==> src/logic/cfsc_pkg.sv <==
// Operation
// - Channels start high impedance, output disabled
// - Current output functions enable adaptive rail switching
// - Lock field forces high-only or low-only rail
// - Tied rails force lock to high rail
// - Reference enable bit selects internal reference
// - Voltage output unipolar default, bipolar optional
// - One bit selects between two current limits
// - Voltage output short sets flag, asserts alert
// - High impedance ADC default 0 to 12V
// - Voltage output ADC default sense-resistor range
// - Sourced current negative, sunk current positive
// - Register writes fold into a running CRC check value
`default_nettype none
package cfsc_pkg;
	// ==================================================
	// Sizes
	localparam int unsigned NCH = 4;
	// ==================================================
	// Register byte addresses
	localparam logic [7:0] ADDR_PWR = 8'h00;
	localparam logic [7:0] ADDR_ALERT_ST = 8'h04;
	localparam logic [7:0] ADDR_ALERT_MASK = 8'h08;
	localparam logic [7:0] ADDR_CRC = 8'h0c;
	localparam logic [7:0] BASE_FUNC = 8'h10;
	localparam logic [7:0] BASE_OUTCFG = 8'h20;
	localparam logic [7:0] BASE_BURN = 8'h30;
	localparam logic [7:0] BASE_DAC = 8'h40;
	localparam logic [7:0] BASE_RES_UPR = 8'h50;
	localparam logic [7:0] BASE_RES_LWR = 8'h60;
	localparam logic [7:0] BASE_STAT = 8'h70;
	localparam logic [7:0] ADDR_LIMIT = 8'h80;
	// ==================================================
	// Field positions
	localparam int unsigned PWR_REF_EN = 0;
	localparam int unsigned OUT_RANGE = 0;
	localparam int unsigned OUT_LOCK = 1;
	localparam int unsigned OUT_ILIM = 3;
	localparam int unsigned BRN_POL = 0;
	localparam int unsigned BRN_MAG = 1;
	// ==================================================
	// Codes and reset values
	localparam logic [3:0] FUNC_HIZ = 4'h0;
	localparam logic [3:0] FUNC_VOUT = 4'h1;
	localparam logic [3:0] FUNC_IOUT = 4'h2;
	localparam logic [3:0] FUNC_IOUT_HART = 4'h3;
	localparam logic [1:0] LOCK_ADAPTIVE = 2'h0;
	localparam logic [1:0] LOCK_HIGH = 2'h1;
	localparam logic [1:0] LOCK_LOW = 2'h2;
	localparam logic [1:0] ADC_RANGE_0_12V = 2'h0;
	localparam logic [1:0] ADC_RANGE_SENSE = 2'h1;
	localparam logic [23:0] RES_MIDSCALE = 24'h800000;
	localparam logic [NCH-1:0] MASK_RESET = 4'hf;
	localparam logic [7:0] CRC_POLY = 8'h07;
	localparam logic [7:0] CRC_RESET = 8'h00;
	localparam logic [1:0] RESP_OKAY = 2'h0;
	localparam logic [1:0] RESP_SLVERR = 2'h2;
	// ==================================================
	// ADC scaling for software
	localparam longint ADC_FULL_SCALE = 16777216;
	localparam int HIZ_SPAN_MV = 12000;
	localparam int VOUT_VMIN_UV = -312500;
	localparam int VOUT_SPAN_UV = 625000;
	localparam int RSENSE_OHM = 12;
	// ==================================================
	// Carriers
	typedef struct packed {
		logic [3:0] func;
		logic range;
		logic [1:0] lock;
		logic ilim;
		logic brn_pol;
		logic [1:0] brn_mag;
		logic [15:0] dac;
	} cfsc_chan_type;
	typedef struct packed {
		logic en;
		logic adaptive;
		logic lock_high;
		logic lock_low;
		logic bipolar;
		logic ilim;
		logic [1:0] adc_range;
	} cfsc_drive_type;
endpackage
`default_nettype wire

==> src/logic/cfsc_top.sv <==
// The implementer's own choices: the address map and the AXI4-Lite register port.
`timescale 1ns/100ps
`default_nettype none
module cfsc_top import cfsc_pkg::*; (
	// Clock and reset
	input wire logic core_clk_i,
	input wire logic arst_n_i,
	// AXI4-Lite write
	input wire logic [7:0] s_axi_awaddr_i,
	input wire logic s_axi_awvalid_i,
	output logic s_axi_awready_o,
	input wire logic [31:0] s_axi_wdata_i,
	input wire logic [3:0] s_axi_wstrb_i,
	input wire logic s_axi_wvalid_i,
	output logic s_axi_wready_o,
	output logic [1:0] s_axi_bresp_o,
	output logic s_axi_bvalid_o,
	input wire logic s_axi_bready_i,
	// AXI4-Lite read
	input wire logic [7:0] s_axi_araddr_i,
	input wire logic s_axi_arvalid_i,
	output logic s_axi_arready_o,
	output logic [31:0] s_axi_rdata_o,
	output logic [1:0] s_axi_rresp_o,
	output logic s_axi_rvalid_o,
	input wire logic s_axi_rready_i,
	// Analog side inputs
	input wire logic [NCH-1:0] sc_detect_i,
	input wire logic rails_tied_i,
	input wire logic adc_valid_i,
	input wire logic [1:0] adc_chan_i,
	input wire logic [23:0] adc_code_i,
	// Analog side controls
	output cfsc_drive_type [NCH-1:0] chan_drive_o,
	output logic [NCH-1:0][15:0] dac_code_o,
	output logic internal_ref_en_o,
	output logic alert_n_o
);
	// ==================================================
	// State
	logic [NCH-1:0] sc_m, sc_s; // Short-circuit synchroniser
	logic tied_m, tied_s; // Rail tie synchroniser
	logic aw_hold, next_aw_hold; // Write address held
	logic w_hold, next_w_hold; // Write data held
	logic [7:0] aw_addr, next_aw_addr;
	logic [31:0] w_data, next_w_data;
	logic [3:0] w_strb, next_w_strb;
	logic bvalid, next_bvalid;
	logic [1:0] bresp, next_bresp;
	logic rvalid, next_rvalid;
	logic [1:0] rresp, next_rresp;
	logic [31:0] rdata, next_rdata;
	logic ref_en, next_ref_en; // Internal reference select
	logic [NCH-1:0] flag, next_flag; // Sticky short flags
	logic [NCH-1:0] mask, next_mask; // Alert enables
	logic [NCH-1:0] w1c; // Flags cleared this cycle
	logic [NCH-1:0] sink; // Sense current is sunk
	logic alert_n, next_alert_n;
	logic [7:0] crc, next_crc; // Running write CRC
	cfsc_chan_type [NCH-1:0] chan, next_chan;
	cfsc_drive_type [NCH-1:0] drive, next_drive;
	logic [NCH-1:0][23:0] result, next_result;
	logic [31:0] wm; // Write data merged by strobes
	logic [31:0] bm; // Byte mask from strobes

	// ==================================================
	// Helpers
	// Per-channel register address
	function automatic logic [7:0] ch_addr(input logic [7:0] b, input int c);
		return b + 8'(c * 4);
	endfunction

	// Aligned and inside the map
	function automatic logic mapped(input logic [7:0] a);
		return (a[1:0] == 2'h0) && (a < ADDR_LIMIT);
	endfunction

	// CRC-8 over one data word, msb first
	function automatic logic [7:0] crc8_step(input logic [7:0] c, input logic [31:0] d);
		logic [7:0] r;
		r = c;
		for (int k = 31; k >= 0; k--) begin
			r = {r[6:0], 1'b0} ^ (((r[7] ^ d[k]) == 1'b1) ? CRC_POLY : 8'h00);
		end
		return r;
	endfunction

	// Register read mux
	function automatic logic [31:0] rd_word(input logic [7:0] a);
		logic [31:0] v;
		v = '0;
		if (a == ADDR_PWR) v[PWR_REF_EN] = ref_en;
		if (a == ADDR_ALERT_ST) v[NCH-1:0] = flag;
		if (a == ADDR_ALERT_MASK) v[NCH-1:0] = mask;
		if (a == ADDR_CRC) v[7:0] = crc;
		for (int c = 0; c < NCH; c++) begin
			if (a == ch_addr(BASE_FUNC, c)) v[3:0] = chan[c].func;
			if (a == ch_addr(BASE_OUTCFG, c)) begin
				v[OUT_RANGE] = chan[c].range;
				v[OUT_LOCK+:2] = chan[c].lock;
				v[OUT_ILIM] = chan[c].ilim;
			end
			if (a == ch_addr(BASE_BURN, c)) begin
				v[BRN_POL] = chan[c].brn_pol;
				v[BRN_MAG+:2] = chan[c].brn_mag;
			end
			if (a == ch_addr(BASE_DAC, c)) v[15:0] = chan[c].dac;
			if (a == ch_addr(BASE_RES_UPR, c)) v[7:0] = result[c][23:16];
			if (a == ch_addr(BASE_RES_LWR, c)) v[15:0] = result[c][15:0];
			if (a == ch_addr(BASE_STAT, c)) begin
				v[4:0] = {sink[c], drive[c].lock_low, drive[c].lock_high,
					drive[c].adaptive, drive[c].en};
			end
		end
		return v;
	endfunction

	// ==================================================
	// Outputs
	assign s_axi_awready_o = !aw_hold && !bvalid;
	assign s_axi_wready_o = !w_hold && !bvalid;
	assign s_axi_bvalid_o = bvalid;
	assign s_axi_bresp_o = bresp;
	assign s_axi_arready_o = !rvalid;
	assign s_axi_rvalid_o = rvalid;
	assign s_axi_rresp_o = rresp;
	assign s_axi_rdata_o = rdata;
	assign chan_drive_o = drive;
	assign internal_ref_en_o = ref_en;
	assign alert_n_o = alert_n;
	always_comb begin
		for (int c = 0; c < NCH; c++) begin
			dac_code_o[c] = chan[c].dac;
			// Midscale and above is a non-negative sense voltage: sinking
			sink[c] = (chan[c].func == FUNC_VOUT) && (result[c] >= RES_MIDSCALE);
		end
	end

	// ==================================================
	// Input synchronisers
	always_ff @(posedge core_clk_i or negedge arst_n_i) begin
		if (!arst_n_i) begin
			sc_m <= '0;
			sc_s <= '0;
			tied_m <= 1'b0;
			tied_s <= 1'b0;
		end else begin
			sc_m <= sc_detect_i;
			sc_s <= sc_m;
			tied_m <= rails_tied_i;
			tied_s <= tied_m;
		end
	end

	// ==================================================
	// Bus, registers and channel control: next values
	always_comb begin
		next_aw_hold = aw_hold;
		next_w_hold = w_hold;
		next_aw_addr = aw_addr;
		next_w_data = w_data;
		next_w_strb = w_strb;
		next_bvalid = bvalid;
		next_bresp = bresp;
		next_rvalid = rvalid;
		next_rresp = rresp;
		next_rdata = rdata;
		next_ref_en = ref_en;
		next_mask = mask;
		next_crc = crc;
		next_chan = chan;
		next_result = result;
		w1c = '0;
		for (int b = 0; b < 4; b++) bm[b*8+:8] = {8{w_strb[b]}};
		wm = (rd_word(aw_addr) & ~bm) | (w_data & bm);
		// Take address and data in either order
		if (s_axi_awvalid_i && s_axi_awready_o) begin
			next_aw_hold = 1'b1;
			next_aw_addr = s_axi_awaddr_i;
		end
		if (s_axi_wvalid_i && s_axi_wready_o) begin
			next_w_hold = 1'b1;
			next_w_data = s_axi_wdata_i;
			next_w_strb = s_axi_wstrb_i;
		end
		// Commit once both halves are held
		if (aw_hold && w_hold && !bvalid) begin
			next_aw_hold = 1'b0;
			next_w_hold = 1'b0;
			next_bvalid = 1'b1;
			next_bresp = mapped(aw_addr) ? RESP_OKAY : RESP_SLVERR;
			// Every write folds into the check value; a CRC write restarts it
			next_crc = crc8_step(crc, w_data);
			if (aw_addr == ADDR_CRC) next_crc = CRC_RESET;
			if (aw_addr == ADDR_PWR) next_ref_en = wm[PWR_REF_EN];
			if (aw_addr == ADDR_ALERT_ST) w1c = wm[NCH-1:0];
			if (aw_addr == ADDR_ALERT_MASK) next_mask = wm[NCH-1:0];
			for (int c = 0; c < NCH; c++) begin
				// Software picks the function; hardware never leaves high-Z alone
				if (aw_addr == ch_addr(BASE_FUNC, c)) next_chan[c].func = wm[3:0];
				if (aw_addr == ch_addr(BASE_OUTCFG, c)) begin
					next_chan[c].range = wm[OUT_RANGE];
					next_chan[c].lock = wm[OUT_LOCK+:2];
					next_chan[c].ilim = wm[OUT_ILIM];
				end
				if (aw_addr == ch_addr(BASE_BURN, c)) begin
					next_chan[c].brn_pol = wm[BRN_POL];
					next_chan[c].brn_mag = wm[BRN_MAG+:2];
				end
				if (aw_addr == ch_addr(BASE_DAC, c)) next_chan[c].dac = wm[15:0];
			end
		end else if (bvalid && s_axi_bready_i) begin
			next_bvalid = 1'b0;
		end
		// Read answers one cycle after the address is taken
		if (s_axi_arvalid_i && !rvalid) begin
			next_rvalid = 1'b1;
			next_rdata = mapped(s_axi_araddr_i) ? rd_word(s_axi_araddr_i) : 32'h0;
			next_rresp = mapped(s_axi_araddr_i) ? RESP_OKAY : RESP_SLVERR;
		end else if (rvalid && s_axi_rready_i) begin
			next_rvalid = 1'b0;
		end
		// Conversion results land in the channel they belong to
		if (adc_valid_i) next_result[adc_chan_i] = adc_code_i;
		for (int c = 0; c < NCH; c++) begin
			// A new short wins over a clear in the same cycle
			next_flag[c] = (flag[c] && !w1c[c]) ||
				(sc_s[c] && chan[c].func == FUNC_VOUT);
			next_drive[c].en = next_chan[c].func != FUNC_HIZ;
			next_drive[c].adaptive = (next_chan[c].func == FUNC_IOUT ||
				next_chan[c].func == FUNC_IOUT_HART) &&
				next_chan[c].lock == LOCK_ADAPTIVE && !tied_s;
			next_drive[c].lock_high = tied_s || next_chan[c].lock == LOCK_HIGH;
			next_drive[c].lock_low = !tied_s && next_chan[c].lock == LOCK_LOW;
			next_drive[c].bipolar = next_chan[c].range;
			next_drive[c].ilim = next_chan[c].ilim;
			// Voltage output measures the sense resistor, others the terminals
			next_drive[c].adc_range = (next_chan[c].func == FUNC_VOUT) ?
				ADC_RANGE_SENSE : ADC_RANGE_0_12V;
		end
		next_alert_n = ~|(next_flag & next_mask);
	end

	// ==================================================
	// Bus, registers and channel control: registers
	always_ff @(posedge core_clk_i or negedge arst_n_i) begin
		if (!arst_n_i) begin
			aw_hold <= 1'b0;
			w_hold <= 1'b0;
			aw_addr <= 8'h00;
			w_data <= 32'h0;
			w_strb <= 4'h0;
			bvalid <= 1'b0;
			bresp <= RESP_OKAY;
			rvalid <= 1'b0;
			rresp <= RESP_OKAY;
			rdata <= 32'h0;
			ref_en <= 1'b0;
			flag <= '0;
			mask <= MASK_RESET;
			crc <= CRC_RESET;
			chan <= '0; // High-Z, unipolar, adaptive lock
			drive <= '0;
			result <= '0;
			alert_n <= 1'b1;
		end else begin
			aw_hold <= next_aw_hold;
			w_hold <= next_w_hold;
			aw_addr <= next_aw_addr;
			w_data <= next_w_data;
			w_strb <= next_w_strb;
			bvalid <= next_bvalid;
			bresp <= next_bresp;
			rvalid <= next_rvalid;
			rresp <= next_rresp;
			rdata <= next_rdata;
			ref_en <= next_ref_en;
			flag <= next_flag;
			mask <= next_mask;
			crc <= next_crc;
			chan <= next_chan;
			drive <= next_drive;
			result <= next_result;
			alert_n <= next_alert_n;
		end
	end

	for (genvar g = 0; g < NCH; g++) begin : g_chk

	end
endmodule
`default_nettype wire

==> config.mk <==
export PLATFORM = sky130hd
export DESIGN_NAME = cfsc_top
export DESIGN_NICKNAME = d
export VERILOG_FILES = /design/src/logic/cfsc_pkg.sv /design/src/logic/cfsc_top.sv
export SDC_FILE = /design/constraint.sdc
export NUM_CORES = 1
export LEC_CHECK = 0
export BUFFER_PORTS_ARGS = -buffer_cell sky130_fd_sc_hd__buf_2
export CORE_AREA = 2 2 216 218
export CTS_CLUSTER_DIAMETER = 100
export DETAILED_ROUTE_END_ITERATION = 10
export DIE_AREA = 0 0 218 220
export PLACE_DENSITY_LB_ADDON = 0.2
export SYNTH_ARGS = -nofsm -noshare
export SYNTH_HDL_FRONTEND = slang
export SYNTH_SLANG_ARGS = --single-unit
==> constraint.sdc <==
create_clock -name core_clk_i -period 7.7 [get_ports core_clk_i]
set_input_delay 1.925 -clock core_clk_i [delete_from_list [all_inputs] [get_ports core_clk_i]]
set_output_delay 1.925 -clock core_clk_i [all_outputs]
set_load 0.03 [all_outputs]
---- Word-level counts from Yosys, hierarchy flattened ----
Cells that the tools add are included.
storage, ports and cells
  flip-flop bits (word level) ............. 334
  bits of input ports ..................... 91
  output and inout port bits .............. 139
  word-level logic and storage cells ...... 462
cells by class
  mux-type cells .......................... 140
  equal/unequal tests ..................... 86
  bitwise operators ....................... 69
  $lt $le $gt $ge ......................... 8
  reductions and logical operators ........ 88
operators by type and width
  kind                    count
  $mux W16                23
  $eq A8 B7 Y1 const B    32
  $xor A8 B3 Y8           32
  $mux W3                 44
  $mux W4                 33
  $eq A8 B6 Y1 const B    16
  $mux W108               1
  $bwmux W96              1
  $ge A24 B24 Y1 const B  4
  $mux W8                 11
  $eq A8 B5 Y1 const B    8
  $demux W24 S2           1
  $mux W5                 9
  $logic_and A1 B1 Y1     36
  $and A16 B16 Y16        2
  $eq A4 B1 Y1 const B    8
  $eq A4 B2 Y1 const B    8
  $eq A8 B4 Y1 const B    4
  $xor A1 B1 Y1           32
  $reduce_and A2 Y1       13
  $mux W24                1
  $eq A8 B3 Y1 const B    2
  $logic_not A8 Y1        2
  $lt A8 B8 Y1 const B    2
  other kinds (15)        66

---- Depth between registers and ports, before layout ----
Gate-level depths: netlist of the first run.
  depth after elaboration ................. 97
  gate-level depth with buffers ........... 14
  mapped depth without buffers ............ 10

---- Least setup slack after synthesis of the first run ----
No wires, ideal clock.
  path type ............................... input to register
  start point ............................. in s_axi_araddr_i[1]
  end point ............................... reg rdata[0] (netlist: s_axi_rdata_o[0])
  stages on the path ...................... 10
  required time ........................... 7.618 ns
  arrival ................................. 4.074 ns
  setup slack ............................. 3.544 ns
  library setup time ...................... 0.082 ns
  buffers on the path ..................... 2
  cell sequence ........................... or2_2 > clkbuf_1 > or3_1 > clkbuf_1 > a2111oi_0 > o22ai_1 > a221oi_1 > o21ai_0 > a211o_1 > a31oi_1
between the ends
  cells in the longest elaborated chain, start to end .. 38
  elaborated cells on any way between the ends .. 72
  those cells by class .................... order compare: 1; eq/ne: 31; mux: 37; reduce/logical: 3
ends and longest elaborated chain
  what                    RTL line         source
  start: declaration      cfsc_top.sv:20   input wire logic [7:0] s_axi_araddr_i,
  $logic_not A8 Y1        cfsc_top.sv:92   if (a == ADDR_PWR) v[PWR_REF_EN] = ref_en;
  $mux W1                 cfsc_top.sv:92
  $mux W4                 cfsc_top.sv:93   if (a == ADDR_ALERT_ST) v[NCH-1:0] = flag;
  $mux W4                 cfsc_top.sv:94   if (a == ADDR_ALERT_MASK) v[NCH-1:0] = mask;
  $mux W8                 cfsc_top.sv:95   if (a == ADDR_CRC) v[7:0] = crc;
  $mux W4                 cfsc_top.sv:97   if (a == ch_addr(BASE_FUNC, c)) v[3:0] = chan[c].func;
  $mux W4                 cfsc_top.sv:98   if (a == ch_addr(BASE_OUTCFG, c)) begin
  $mux W3                 cfsc_top.sv:103  if (a == ch_addr(BASE_BURN, c)) begin
  [22 not listed]         n/a
  $mux W4                 cfsc_top.sv:97
  $mux W4                 cfsc_top.sv:98
  $mux W3                 cfsc_top.sv:103
  $mux W16                cfsc_top.sv:107  if (a == ch_addr(BASE_DAC, c)) v[15:0] = chan[c].dac;
  $mux W8                 cfsc_top.sv:108  if (a == ch_addr(BASE_RES_UPR, c)) v[7:0] = result[c][23:16];
  $mux W16                cfsc_top.sv:109  if (a == ch_addr(BASE_RES_LWR, c)) v[15:0] = result[c][15:0];
  $mux W5                 cfsc_top.sv:110  if (a == ch_addr(BASE_STAT, c)) begin
  $mux W16 (*)            cfsc_top.sv:218  next_rdata = mapped(s_axi_araddr_i) ? rd_word(s_axi_araddr_i) : 32'h0;
  end signal: assignment  cfsc_top.sv:276  rdata <= next_rdata;
  end: declaration        cfsc_top.sv:52   logic [31:0] rdata, next_rdata;
Every way passes the cells marked *; elsewhere a longest branch is shown, timed or not. The select of a mux whose other input is x is not followed.
A chain may end at the register's enable or synchronous reset.

---- Worst setup path after layout of the first run ----
  start point ............................. in s_axi_araddr_i[5]
  end point ............................... reg rdata[2] (netlist: s_axi_rdata_o[2])
between the ends
  cells in the longest elaborated chain, start to end .. 37
  elaborated cells on any way between the ends .. 69
  those cells by class .................... order compare: 1; eq/ne: 31; mux: 36; reduce/logical: 1
ends and longest elaborated chain
  what             RTL line
  $eq A8 B3 Y1     cfsc_top.sv:93
  $mux W4          cfsc_top.sv:93
  $mux W4          cfsc_top.sv:94
  $mux W8          cfsc_top.sv:95
  $mux W4          cfsc_top.sv:97
  $mux W4          cfsc_top.sv:98
  $mux W3          cfsc_top.sv:103
  $mux W16         cfsc_top.sv:107
  [21 not listed]  n/a
  $mux W4          cfsc_top.sv:97
  $mux W4          cfsc_top.sv:98
  $mux W3          cfsc_top.sv:103
  $mux W16         cfsc_top.sv:107
  $mux W8          cfsc_top.sv:108
  $mux W16         cfsc_top.sv:109
  $mux W5          cfsc_top.sv:110
  $mux W16 (*)     cfsc_top.sv:218
Marked as above.

==> run_results.csv, run 1 <==
group,metric,value,unit
outcome,result_of_the_run,"finished, final reports clean",
synthesis,synth.distinct_cells,91,
power,switchingPower,4.86,mW
cts,cts_made_buffers,37,
cts,cts-root-buf,"sky130_fd_sc_hd__clkbuf_16",
worst_setup_path,worst_path_dominant_cell_family,"simple AND/OR/NAND/NOR gates",
place,globalplace.congestion,0.978,
worst_setup_path,crit-reg2reg-capture,"chan_drive_o[15]$_DFF_PN0_",
sta,fmax,207,MHz
synthesis,ys_top_cells_by_area,"sky130_fd_sc_hd__dfrtp_1 43%, sky130_fd_sc_hd__mux2_2 9.8%, sky130_fd_sc_hd__o21ai_0 5.0%, sky130_fd_sc_hd__nand2_1 4.5%, sky130_fd_sc_hd__buf_4 4.0%",
hold_path,startpoint_of_the_worst_hold_path,"sc_m[0]$_DFF_PN0_",
synthesis,ys_async_sr_fraction,1.00,
floorplanning,initial_utilization,0.392,
global_routing,first_pass_grt_wire_length,107000,µm
worst_setup_path,cp.required,8200,ps
sta,period_needed,4840,ps
floorplanning,floorplan.io_pins,230,
power,p_seq_frac,0.244,
worst_setup_path,cpMaxStageDelayCell,"sky130_fd_sc_hd__nor2_2",
synthesis,synth_common_cells,"311 x sky130_fd_sc_hd__dfrtp_1, 216 x sky130_fd_sc_hd__nand2_1, 181 x sky130_fd_sc_hd__o21ai_0",
routing,drt_iter0_markers,2129,
worst_setup_path,highest_net_fanout_along_the_worst_path,33,
layout,area_added_between_synthesis_and_finish,13.0,%
synthesis,main_flop_type_after_synthesis,"sky130_fd_sc_hd__dfrtp_1",
layout,multi_input_combinational_cell_area,8980,µm²
cts,tritoncts,"built",
synthesis,avgSynthCellArea,9.79,µm²
worst_setup_path,max_stage_delay,950,ps
power,intPower,6.04,mW
worst_setup_path,critical_path.cell_chain,"buf_2 -> nor2b_1 -> nand2_1 -> nor2_2 -> a21oi_1 -> nand2_1 -> a21oi_1 -> o221ai_1 -> o21ai_0 -> nand4_1 -> a22o_1",
cts,clk_latency,570,ps
cts,worst_setup_hold_path_clk_slew,60,ps
sta,max-slew-margin-rel,0.0582,
global_routing,grt_max_degree,146,
layout,final-instance-count-excl-fill,2578,
synthesis,post-synth-top-count-cell,"sky130_fd_sc_hd__dfrtp_1",
floorplanning,core_area,45900,µm²
global_routing,first_global_vias,15300,
hold_path,timing.hold.worst_path_depth,0,
routing,final_antenna_net_count,0,
synthesis,yosysWarningCount,0,
routing,first_pass_drt_iterations,6,
place,numPortBuffers,205,
cts,sinks_on_clock_net,316,
worst_setup_path,r2r.worst_path.cells,12,
synthesis,synth_seq_area_share,0.440,
power,pwr_density_cell,536,nW/µm²
sta,finClkSkew,25.9,ps
worst_setup_path,setup.worst_path.end_class,"register",
flow_run,cap_viol_max_count,0,
place,placedInstanceArea,19100,µm²
sta,tns,0,ps
floorplanning,die_area,48000,µm²
layout,fin_nets,2035,
sta,layout_worst_path_cycle_share,0.629,
sta,hold_viol,0,
power,irDropWorstVdd,0.910,mV
worst_setup_path,reg2reg_slack,3230,ps
sta,post_layout_worst_setup_margin,2860,ps
cts,cts_buffer_depth,3,
place,dp_hpwl,54700,µm
sta,worst_hold_slack,343,ps
worst_setup_path,timing.rr.start,"aw_addr[4]$_DFFE_PN0P_",
place,dp_slack,2450,ps
worst_setup_path,critPathKind,"in -> reg",
worst_setup_path,startpoint_type,"input pin",
layout,finish.instance_area,20300,µm²
power,netSwitchingFraction,0.446,
synthesis,synthesized_instance_count,1837,
global_routing,globalRoute.totalOverflow,0,
hold_path,worstHoldPathType,"reg -> reg",
layout,drive_gt1_frac,0.264,
global_routing,number_of_antenna_violations_at_the_first_check_in_global_routing,0,
worst_setup_path,cp_num_buf_inv,1,
floorplanning,die_y,220,µm
routing,wl,74800,µm
hold_path,hold-path-endpoint,"sc_s[0]$_DFF_PN0_",
sta,unrepaired_setup_endpoints_after_global_routing,"no",
place,placed_instances,2512,
routing,vias,15900,
synthesis,post_syn_area,18000,µm²
cts,h-tree-depth,2,
layout,ff_latch_area,7920,µm²
worst_setup_path,worst-endpoint-arrival,5340,ps
floorplanning,fp.dieW,218,µm
global_routing,groute.usage.overall,0.308,
routing,route.detailed.vias_per_inst,6.15,
routing,drc,0,
synthesis,synth.top_cell.area_share,0.433,
sta,setup_violations,0,
synthesis,synth_top_area_cell,"sky130_fd_sc_hd__dfrtp_1",
synthesis,synth_register_bits,316,
power,power_frac_clock,0.165,
floorplanning,placement_rows,79,
cts,post-cts-setup-buffers,0,
sta,maxSlewViolCount,0,
synthesis,edff_count_synth,0,
routing,detail_route.wl_per_cell,29.0,µm
cts,postCtsResizedCells,0,
power,p_comb_frac,0.592,
cts,postCtsHoldBufs,0,
sta,worst-slew-pin-transition,1410,ps
power,p_leak,8.75,nW
layout,num-fill-cells,4555,
-- power groups by stage --
| stage | sequential [mW] | combinational, mW | clock (mW) |
|---|---|---|---|
| 5_1_grt | 2.68 | 6.91 | 1.89 |
| 3_5_place_dp | 2.65 | 6.45 | 0 |
| 4_1_cts | 2.63 | 6.49 | 1.82 |
| 2_1_floorplan | 2.34 | 5.34 | 0 |
| 3_3_place_gp | 2.64 | 6.39 | 0 |
| 6_report | 2.65 | 6.45 | 1.80 |
-- stage by stage --
step | utilization | power [mW]
3_5_place_dp | 0.416 | 9.10
6_report | 0.443 | 10.9
5_1_grt | 0.443 | 11.5
2_1_floorplan | - | 7.68
3_3_place_gp | 0.416 | 9.03
4_1_cts | 0.443 | 10.9
-- cell usage in the layout, fill, tap and decap left out, types with 17 or more instances in the layout --
cell	netlist	layout
sky130_fd_sc_hd__nor2_1	98	92
sky130_fd_sc_hd__mux2_2	157	157
sky130_fd_sc_hd__buf_2	19	204
sky130_fd_sc_hd__nand4_1	22	22
sky130_fd_sc_hd__o21ai_0	181	181
sky130_fd_sc_hd__mux2i_1	25	25
sky130_fd_sc_hd__nor3_1	21	20
sky130_fd_sc_hd__inv_1	22	22
sky130_fd_sc_hd__nand2b_1	23	23
sky130_fd_sc_hd__a22o_1	17	17
sky130_fd_sc_hd__a221oi_1	19	19
sky130_fd_sc_hd__clkbuf_16	0	38
sky130_fd_sc_hd__a21oi_1	59	59
sky130_fd_sc_hd__dfrtp_1	311	310
sky130_fd_sc_hd__nand3_1	33	31
sky130_fd_sc_hd__a22oi_1	91	91
sky130_fd_sc_hd__conb_1	1	22
sky130_fd_sc_hd__buf_4	97	38
sky130_fd_sc_hd__nand2_1	216	216
sky130_fd_sc_hd__nor2b_1	21	21
sky130_fd_sc_hd__o22ai_1	21	21
sky130_fd_sc_hd__xnor2_1	65	65
-- logic make-up after synthesis --
family,after synthesis,synth area share
other cells,1,0.000209
buf+inv,219,0.0681
mux,184,0.115
simple gates,509,0.138
xor+xnor,83,0.0425
flops,316,0.440
compound gates,525,0.196
-- worst max-delay path by stage --
stage	endpoint	start	cells past startpoint
2_1_floorplan	s_axi_rdata_o[0]$_DFFE_PN0P_	s_axi_araddr_i[1]	10
3_3_place_gp	s_axi_rdata_o[7]$_DFFE_PN0P_	s_axi_araddr_i[5]	10
3_5_place_dp	s_axi_rdata_o[7]$_DFFE_PN0P_	s_axi_araddr_i[5]	10
4_1_cts	s_axi_rdata_o[7]$_DFFE_PN0P_	s_axi_araddr_i[5]	10
5_1_grt	s_axi_rdata_o[2]$_DFFE_PN0P_	s_axi_araddr_i[5]	11
6_report	s_axi_rdata_o[2]$_DFFE_PN0P_	s_axi_araddr_i[5]	11
-- registers in the layout (all words and copies together) (netlist names), 2 cells and up --
name and cells:
result 96, dac_code_o 64, chan 36, w_data 32
chan_drive_o 28, s_axi_rdata_o 16, aw_addr 8, crc 8
flag 4, mask 4, sc_m 4, sc_s 4
w_strb 2
-- per-layer routing --
layer  vias up  GRT usage  share of wire
li1       6841          -              -
met1      7926      0.457           0.45
met2       904      0.441           0.42
met3       180     0.0663          0.095
met4         0      0.105          0.035
met5         -          0              0
-- layout make-up --
cell class	count	area share
Multi-Input combinational cell	1323	0.442
Sequential cell	316	0.390
Timing Repair Buffer	244	0.0660
Clock buffer	56	0.0546
Tap cell	607	0.0374
Clock inverter	9	0.00610
Inverter	22	0.00407
Antenna cell	1	0.000123
(Power assumes the default switching activity.)
==> run 2, diff against run 1 <==
Settings changed: ABC_AREA set to 1, CORE_AREA 2 2 216 218 to 2 2 212 214, DIE_AREA 0 0 218 220 to 0 0 214 216.
Clock period 7.7 ns to 4.1 ns, I/O delays scaled along.
==> run 2 against run 1 <==
Register-to-register slack worse by 3000 ps; core utilization is 2.4 points higher; cell area is 0.74% higher; count of clock-buffer cells in the layout is 4 lower; combinational power is 110% higher; clock power is 97% higher.
==> run_results.csv, run 2 <==
group,metric,value,unit
cts,post-cts-setup-buffers,0,
synthesis,synth.top_cell.area_share,0.449,
worst_setup_path,cp.required,4590,ps
floorplanning,floorplan.io_pins,230,
synthesis,post-synth-top-count-cell,"sky130_fd_sc_hd__nand2_1",
sta,hold_viol,0,
global_routing,number_of_antenna_violations_at_the_first_check_in_global_routing,1,
sta,setup_violations,0,
synthesis,avgSynthCellArea,7.88,µm²
outcome,result_of_the_run,"finished, final reports clean",
synthesis,synth_register_bits,316,
synthesis,synth.distinct_cells,47,
routing,top_layer,"met4",
place,dp_hpwl,48800,µm
layout,final_common_cell,"sky130_fd_sc_hd__nand2_1",
routing,met2RoutedLength,29100,µm
synthesis,ys_top_cells_by_area,"sky130_fd_sc_hd__dfrtp_1 45%, sky130_fd_sc_hd__nand2_1 12%, sky130_fd_sc_hd__o21ai_0 7.9%, sky130_fd_sc_hd__inv_1 6.0%, sky130_fd_sc_hd__buf_4 4.1%",
routing,route.detailed.vias_per_inst,5.15,
synthesis,synth_seq_area_share,0.456,
sta,layout_worst_path_cycle_share,0.933,
sta,maxSlewViolCount,0,
cts,clk_latency,580,ps
place,dp_slack,96.5,ps
sta,post_layout_worst_setup_margin,275,ps
floorplanning,die_area,46200,µm²
worst_setup_path,critPathKind,"reg -> reg",
layout,layout.core_utilization,0.467,
power,pwr_density_cell,1030,nW/µm²
floorplanning,initial_utilization,0.396,
worst_setup_path,max_stage_delay,380,ps
routing,drt_iter0_markers,1347,
sta,fmax,261,MHz
sta,tns,0,ps
layout,fin_nets,2511,
synthesis,ys_async_sr_fraction,1.00,
synthesis,yosysWarningCount,0,
synthesis,main_flop_type_after_synthesis,"sky130_fd_sc_hd__dfrtp_1",
sta,worst-slew-pin-transition,1000,ps
worst_setup_path,worst-endpoint-arrival,4310,ps
cts,cts_buffer_depth,3,
sta,finClkSkew,19.7,ps
routing,final_antenna_net_count,0,
routing,vias,15700,
layout,regMostFlops,"result",
worst_setup_path,crit_path_frequent_cell,"sky130_fd_sc_hd__nand2_1",
synthesis,synth_common_cells,"532 x sky130_fd_sc_hd__nand2_1, 311 x sky130_fd_sc_hd__dfrtp_1, 279 x sky130_fd_sc_hd__inv_1",
global_routing,globalRoute.totalOverflow,0,
routing,detail_route.wl_per_cell,20.4,µm
layout,largest_register_ff_count,96,
place,globalplace.congestion,0.918,
layout,ff_latch_area,7910,µm²
hold_path,worstHoldPathType,"reg -> reg",
synthesis,edff_count_synth,0,
layout,antennaDiodeCount,0,
cts,h-tree-depth,2,
routing,first_pass_drt_iterations,5,
floorplanning,fp.dieW,214,µm
layout,area_added_between_synthesis_and_finish,17.9,%
worst_setup_path,cpMaxStageDelayCell,"sky130_fd_sc_hd__dfrtp_1",
layout,num-fill-cells,4476,
flow_run,cap_viol_max_count,0,
layout,multi_input_combinational_cell_area,7550,µm²
cts,sinks_on_clock_net,316,
global_routing,groute.usage.overall,0.271,
synthesis,post_syn_area,17400,µm²
routing,met3RoutedLength,3020,µm
worst_setup_path,setup.worst_path.end_class,"register",
synthesis,synth_top_area_cell,"sky130_fd_sc_hd__dfrtp_1",
routing,wl,62100,µm
routing,wirelength_met1,27300,µm
place,numPortBuffers,205,
floorplanning,die_y,216,µm
sta,period_needed,3830,ps
cts,cts-root-buf,"sky130_fd_sc_hd__clkbuf_16",
global_routing,grt_max_degree,89,
cts,worst_setup_hold_path_clk_slew,60,ps
cts,cts_made_buffers,39,
floorplanning,placement_rows,77,
worst_setup_path,highest_net_fanout_along_the_worst_path,10,
sta,max-slew-margin-rel,0.329,
global_routing,first_pass_grt_wire_length,94700,µm
cts,tritoncts,"built",
routing,drc,0,
layout,final_cell_mix,"531 x sky130_fd_sc_hd__nand2_1, 311 x sky130_fd_sc_hd__dfrtp_1, 278 x sky130_fd_sc_hd__inv_1, 268 x sky130_fd_sc_hd__o21ai_0, 204 x sky130_fd_sc_hd__buf_2",
global_routing,first_global_vias,15500,
worst_setup_path,startpoint_type,"register",
floorplanning,core_area,43800,µm²
layout,drive_gt1_frac,0.196,
power,irDropWorstVdd,2.59,mV
power,p_leak,10.1,nW
synthesis,synthesized_instance_count,2201,
-- run 2: cell types whose count changed after synthesis, sizes merged, moves of 28 or more --
cell,before,now
a21oi,67,102
a22oi,92,1
buf,123,95
inv,22,283
mux2,157,35
nand2,218,537
nand3,33,91
nor2,100,140
o21ai,183,275
xnor2,69,29
xor2,14,46
-- run 2: cells by family after synthesis --
kind of cell	Yosys count	synth area share
buffers and inverters	443	0.116
AOI/OAI and AO/OA	486	0.156
and+or+nand+nor	845	0.200
other	1	0.000216
muxes	35	0.0227
xor gates and xnor gates	75	0.0489
DFF	316	0.456
-- run 2: layout make-up --
type                    instances  share of cell area
flip-flops and latches        316               0.387
inverters                     291              0.0534
clock buffers                  52              0.0535
clock inverters                19              0.0106
repair buffers                309              0.0906
well taps                     592              0.0362
multi-input cells            1463               0.369
-- run 2: metrics by stage --
step | cells | area, µm² | hold WS (ps) | power (mW)
5_1_grt | 3042 | 20500 | 364 | 21.5
3_5_place_dp | 2971 | 19100 | 337 | 17.6
3_3_place_gp | 2971 | 19100 | 336 | 17.5
6_report | 3042 | 20500 | 348 | 21.1
2_1_floorplan | 2222 | 17400 | 331 | 16.2
4_1_cts | 3042 | 20400 | 350 | 21.2
-- run 2: path summary, 6_finish.rpt --
check                      cells after the start                   start  slack [ps]                    endpoint
max in group asynchronous                      2                arst_n_i        2710      w_data[19]$_DFFE_PN0P_
min in group asynchronous                      1                arst_n_i         470           flag[1]$_DFF_PN0_
min                                            0       sc_m[2]$_DFF_PN0_         350           sc_s[2]$_DFF_PN0_
max                                           30  aw_addr[1]$_DFFE_PN0P_         270  chan_drive_o[22]$_DFF_PN0_
min reg2reg                                    0       sc_m[2]$_DFF_PN0_         350           sc_s[2]$_DFF_PN0_
max reg2reg                                   30  aw_addr[1]$_DFFE_PN0P_         270  chan_drive_o[22]$_DFF_PN0_
-- run 2: repair_timing --
action                                  CTS  global route
hold buffers                              0             0
resized for setup                         0            17
endpoints found under the setup margin    0            33
endpoints found under the hold margin     0             0
-- run 2: where the power goes --
part / total [mW] / internal [mW] / leakage (nW) / switching (mW)
Combinational: 13.5 / 5.57 / 5.39 / 7.89
Clock: 3.55 / 2.09 / 0.648 / 1.46
Sequential: 4.07 / 3.66 / 4.07 / 0.418
-- run 2: per-layer routing --
metal,GRT usage,vias up
met5,0,-
met4,0.117,0
met3,0.0319,104
met2,0.443,483
met1,0.363,7582
li1,-,7504
-- run 2: worst max-delay path, delay by kind of cell (launching register included) --
kind,cells,cell delay (ps)
DFF,1,380
and+or+nand+nor,25,2550
AOI/OAI and AO/OA,2,290
buffers and inverters,3,490
==> run 3, diff against run 2 <==
Settings changed: CTS_BUF_LIST set to sky130_fd_sc_hd__clkbuf_4.
==> run 3 against run 2 <==
Power decreased by 3.5%; largest power group unchanged; sequential share of layout area increased by 0.47 points; combinational power about the same; setup slack improved by 29 ps; core utilization decreased by 0.57 points; cell area decreased by 1.2%; clock power decreased by 20%; sequential cell count unchanged; global-route usage increased by 0.19 points; final cell count increased by 2.7%; critical path depth unchanged; clock skew increased by 54 ps.
==> run_results.csv, run 3 (synthesis gave the netlist of run 2 again) <==
group,metric,value,unit
power,p_seq_frac,0.200,
floorplanning,floorplan.io_pins,230,
cts,postCtsResizedCells,0,
layout,finish.instance_area,20200,µm²
sta,setup_violations,0,
power,power_frac_clock,0.140,
place,dp_slack,96.5,ps
cts,h-tree-depth,3,
worst_setup_path,r2r.worst_path.cells,30,
layout,regMostFlops,"result",
layout,final-instance-count-excl-fill,3125,
floorplanning,initial_utilization,0.396,
worst_setup_path,max_stage_delay,380,ps
cts,tritoncts,"built",
power,netSwitchingFraction,0.478,
routing,first_pass_drt_iterations,8,
worst_setup_path,highest_net_fanout_along_the_worst_path,10,
sta,post_layout_worst_setup_margin,304,ps
flow_run,cap_viol_max_count,0,
place,placedInstanceArea,19100,µm²
power,intPower,10.6,mW
outcome,result_of_the_run,"finished, final reports clean",
sta,unrepaired_setup_endpoints_after_global_routing,"no",
cts,sinks_on_clock_net,316,
sta,worst_hold_slack,196,ps
place,placed_instances,2971,
routing,drt_iter0_markers,1262,
layout,layout.core_utilization,0.461,
layout,drive_gt1_frac,0.217,
power,switchingPower,9.74,mW
cts,clk_latency,860,ps
cts,post-cts-setup-buffers,0,
power,p_comb_frac,0.660,
worst_setup_path,critPathKind,"reg -> reg",
power,pwr_density_cell,1010,nW/µm²
sta,max-slew-margin-rel,0.318,
power,power.total,20.3,mW
cts,postCtsHoldBufs,0,
routing,detail_route.wl_per_cell,20.0,µm
cts,cts_buffer_depth,3,
worst_setup_path,worst-endpoint-arrival,4510,ps
sta,worst-slew-pin-transition,1010,ps
cts,cts_made_buffers,90,
cts,worst_setup_hold_path_clk_slew,70,ps
routing,wl,62500,µm
routing,drc,0,
layout,final_cell_mix,"530 x sky130_fd_sc_hd__nand2_1, 311 x sky130_fd_sc_hd__dfrtp_1, 277 x sky130_fd_sc_hd__inv_1, 266 x sky130_fd_sc_hd__o21ai_0, 204 x sky130_fd_sc_hd__buf_2",
global_routing,grt_max_degree,89,
power,irDropWorstVdd,2.64,mV
layout,final_common_cell,"sky130_fd_sc_hd__nand2_1",
layout,multi_input_combinational_cell_area,7550,µm²
sta,period_needed,3800,ps
global_routing,groute.usage.overall,0.273,
sta,finClkSkew,73.7,ps
worst_setup_path,setup.worst_path.end_class,"register",
worst_setup_path,crit_path_frequent_cell,"sky130_fd_sc_hd__nand2_1",
floorplanning,die_y,216,µm
sta,hold_viol,0,
worst_setup_path,cp.required,4820,ps
layout,ff_latch_area,7910,µm²
cts,cts-root-buf,"sky130_fd_sc_hd__clkbuf_4",
layout,num-fill-cells,4546,
global_routing,globalRoute.totalOverflow,0,
place,numPortBuffers,205,
sta,tns,0,ps
floorplanning,placement_rows,77,
worst_setup_path,startpoint_type,"register",
power,p_leak,10.1,nW
routing,vias,16000,
floorplanning,die_area,46200,µm²
routing,final_antenna_net_count,0,
floorplanning,fp.dieW,214,µm
global_routing,first_global_vias,15900,
layout,largest_register_ff_count,96,
sta,layout_worst_path_cycle_share,0.926,
layout,fin_nets,2562,
layout,area_added_between_synthesis_and_finish,16.5,%
worst_setup_path,cpMaxStageDelayCell,"sky130_fd_sc_hd__dfrtp_1",
sta,maxSlewViolCount,0,
place,globalplace.congestion,0.918,
global_routing,number_of_antenna_violations_at_the_first_check_in_global_routing,2,
routing,route.detailed.vias_per_inst,5.12,
place,dp_hpwl,48800,µm
global_routing,first_pass_grt_wire_length,95100,µm
sta,fmax,263,MHz
hold_path,worstHoldPathType,"in -> async",
floorplanning,core_area,43800,µm²
-- run 3: changes by cell type in the layout (fill, tap and decap cells not counted), moves of 4 or more --
cell                        change
sky130_fd_sc_hd__clkbuf_4     +125
sky130_fd_sc_hd__clkbuf_16     -39
sky130_fd_sc_hd__clkinv_1      +17
sky130_fd_sc_hd__clkbuf_8       -7
sky130_fd_sc_hd__clkbuf_1       -6
sky130_fd_sc_hd__clkinv_2       -6
sky130_fd_sc_hd__diode_2        +4
-- run 3: routing by layer --
metal,share of wire,vias to the layer above,wire [µm],global-route usage
met1,0.44,7643,27200,0.359
met3,0.058,144,3610,0.0478
met5,0,-,0,0
met2,0.46,563,28900,0.443
met4,0.044,0,2780,0.118
li1,-,7654,-,-
-- run 3: critical path, delay by kind of cell, from the launching register on --
kind | cells | cell delay, ps
simple gates | 25 | 2540
buf+inv | 3 | 480
compound gates | 2 | 290
flops | 1 | 380
-- run 3: path summary, 6_finish.rpt --
kind                                              from                         end  slack (ps)
worst max register to register  aw_addr[1]$_DFFE_PN0P_  chan_drive_o[22]$_DFF_PN0_         300
max in group asynchronous                     arst_n_i        chan[45]$_DFFE_PN0P_        2970
worst max-delay path            aw_addr[1]$_DFFE_PN0P_  chan_drive_o[22]$_DFF_PN0_         300
worst min-delay path                          arst_n_i           flag[1]$_DFF_PN0_         200
worst min register to register       sc_m[1]$_DFF_PN0_           sc_s[1]$_DFF_PN0_         350
min in group core_clk_i                 sc_detect_i[3]           sc_m[3]$_DFF_PN0_         280
-- run 3: layout make-up --
class | count | area share
repair buffers | 309 | 0.0917
flip-flops and latches | 316 | 0.391
clock inverters | 25 | 0.00576
diodes | 4 | 0.000495
inverters | 291 | 0.0540
well taps | 592 | 0.0366
multi-input cells | 1463 | 0.373
clock buffers | 125 | 0.0464
-- run 3: power by group through the flow --
stage	logic (mW)	registers [mW]	clock network, mW
3_5_place_dp	13.5	4.12	0
4_1_cts	13.5	4.06	2.91
3_3_place_gp	13.4	4.11	0
2_1_floorplan	12.1	4.05	0
6_report	13.4	4.07	2.84
5_1_grt	13.7	4.13	3.08
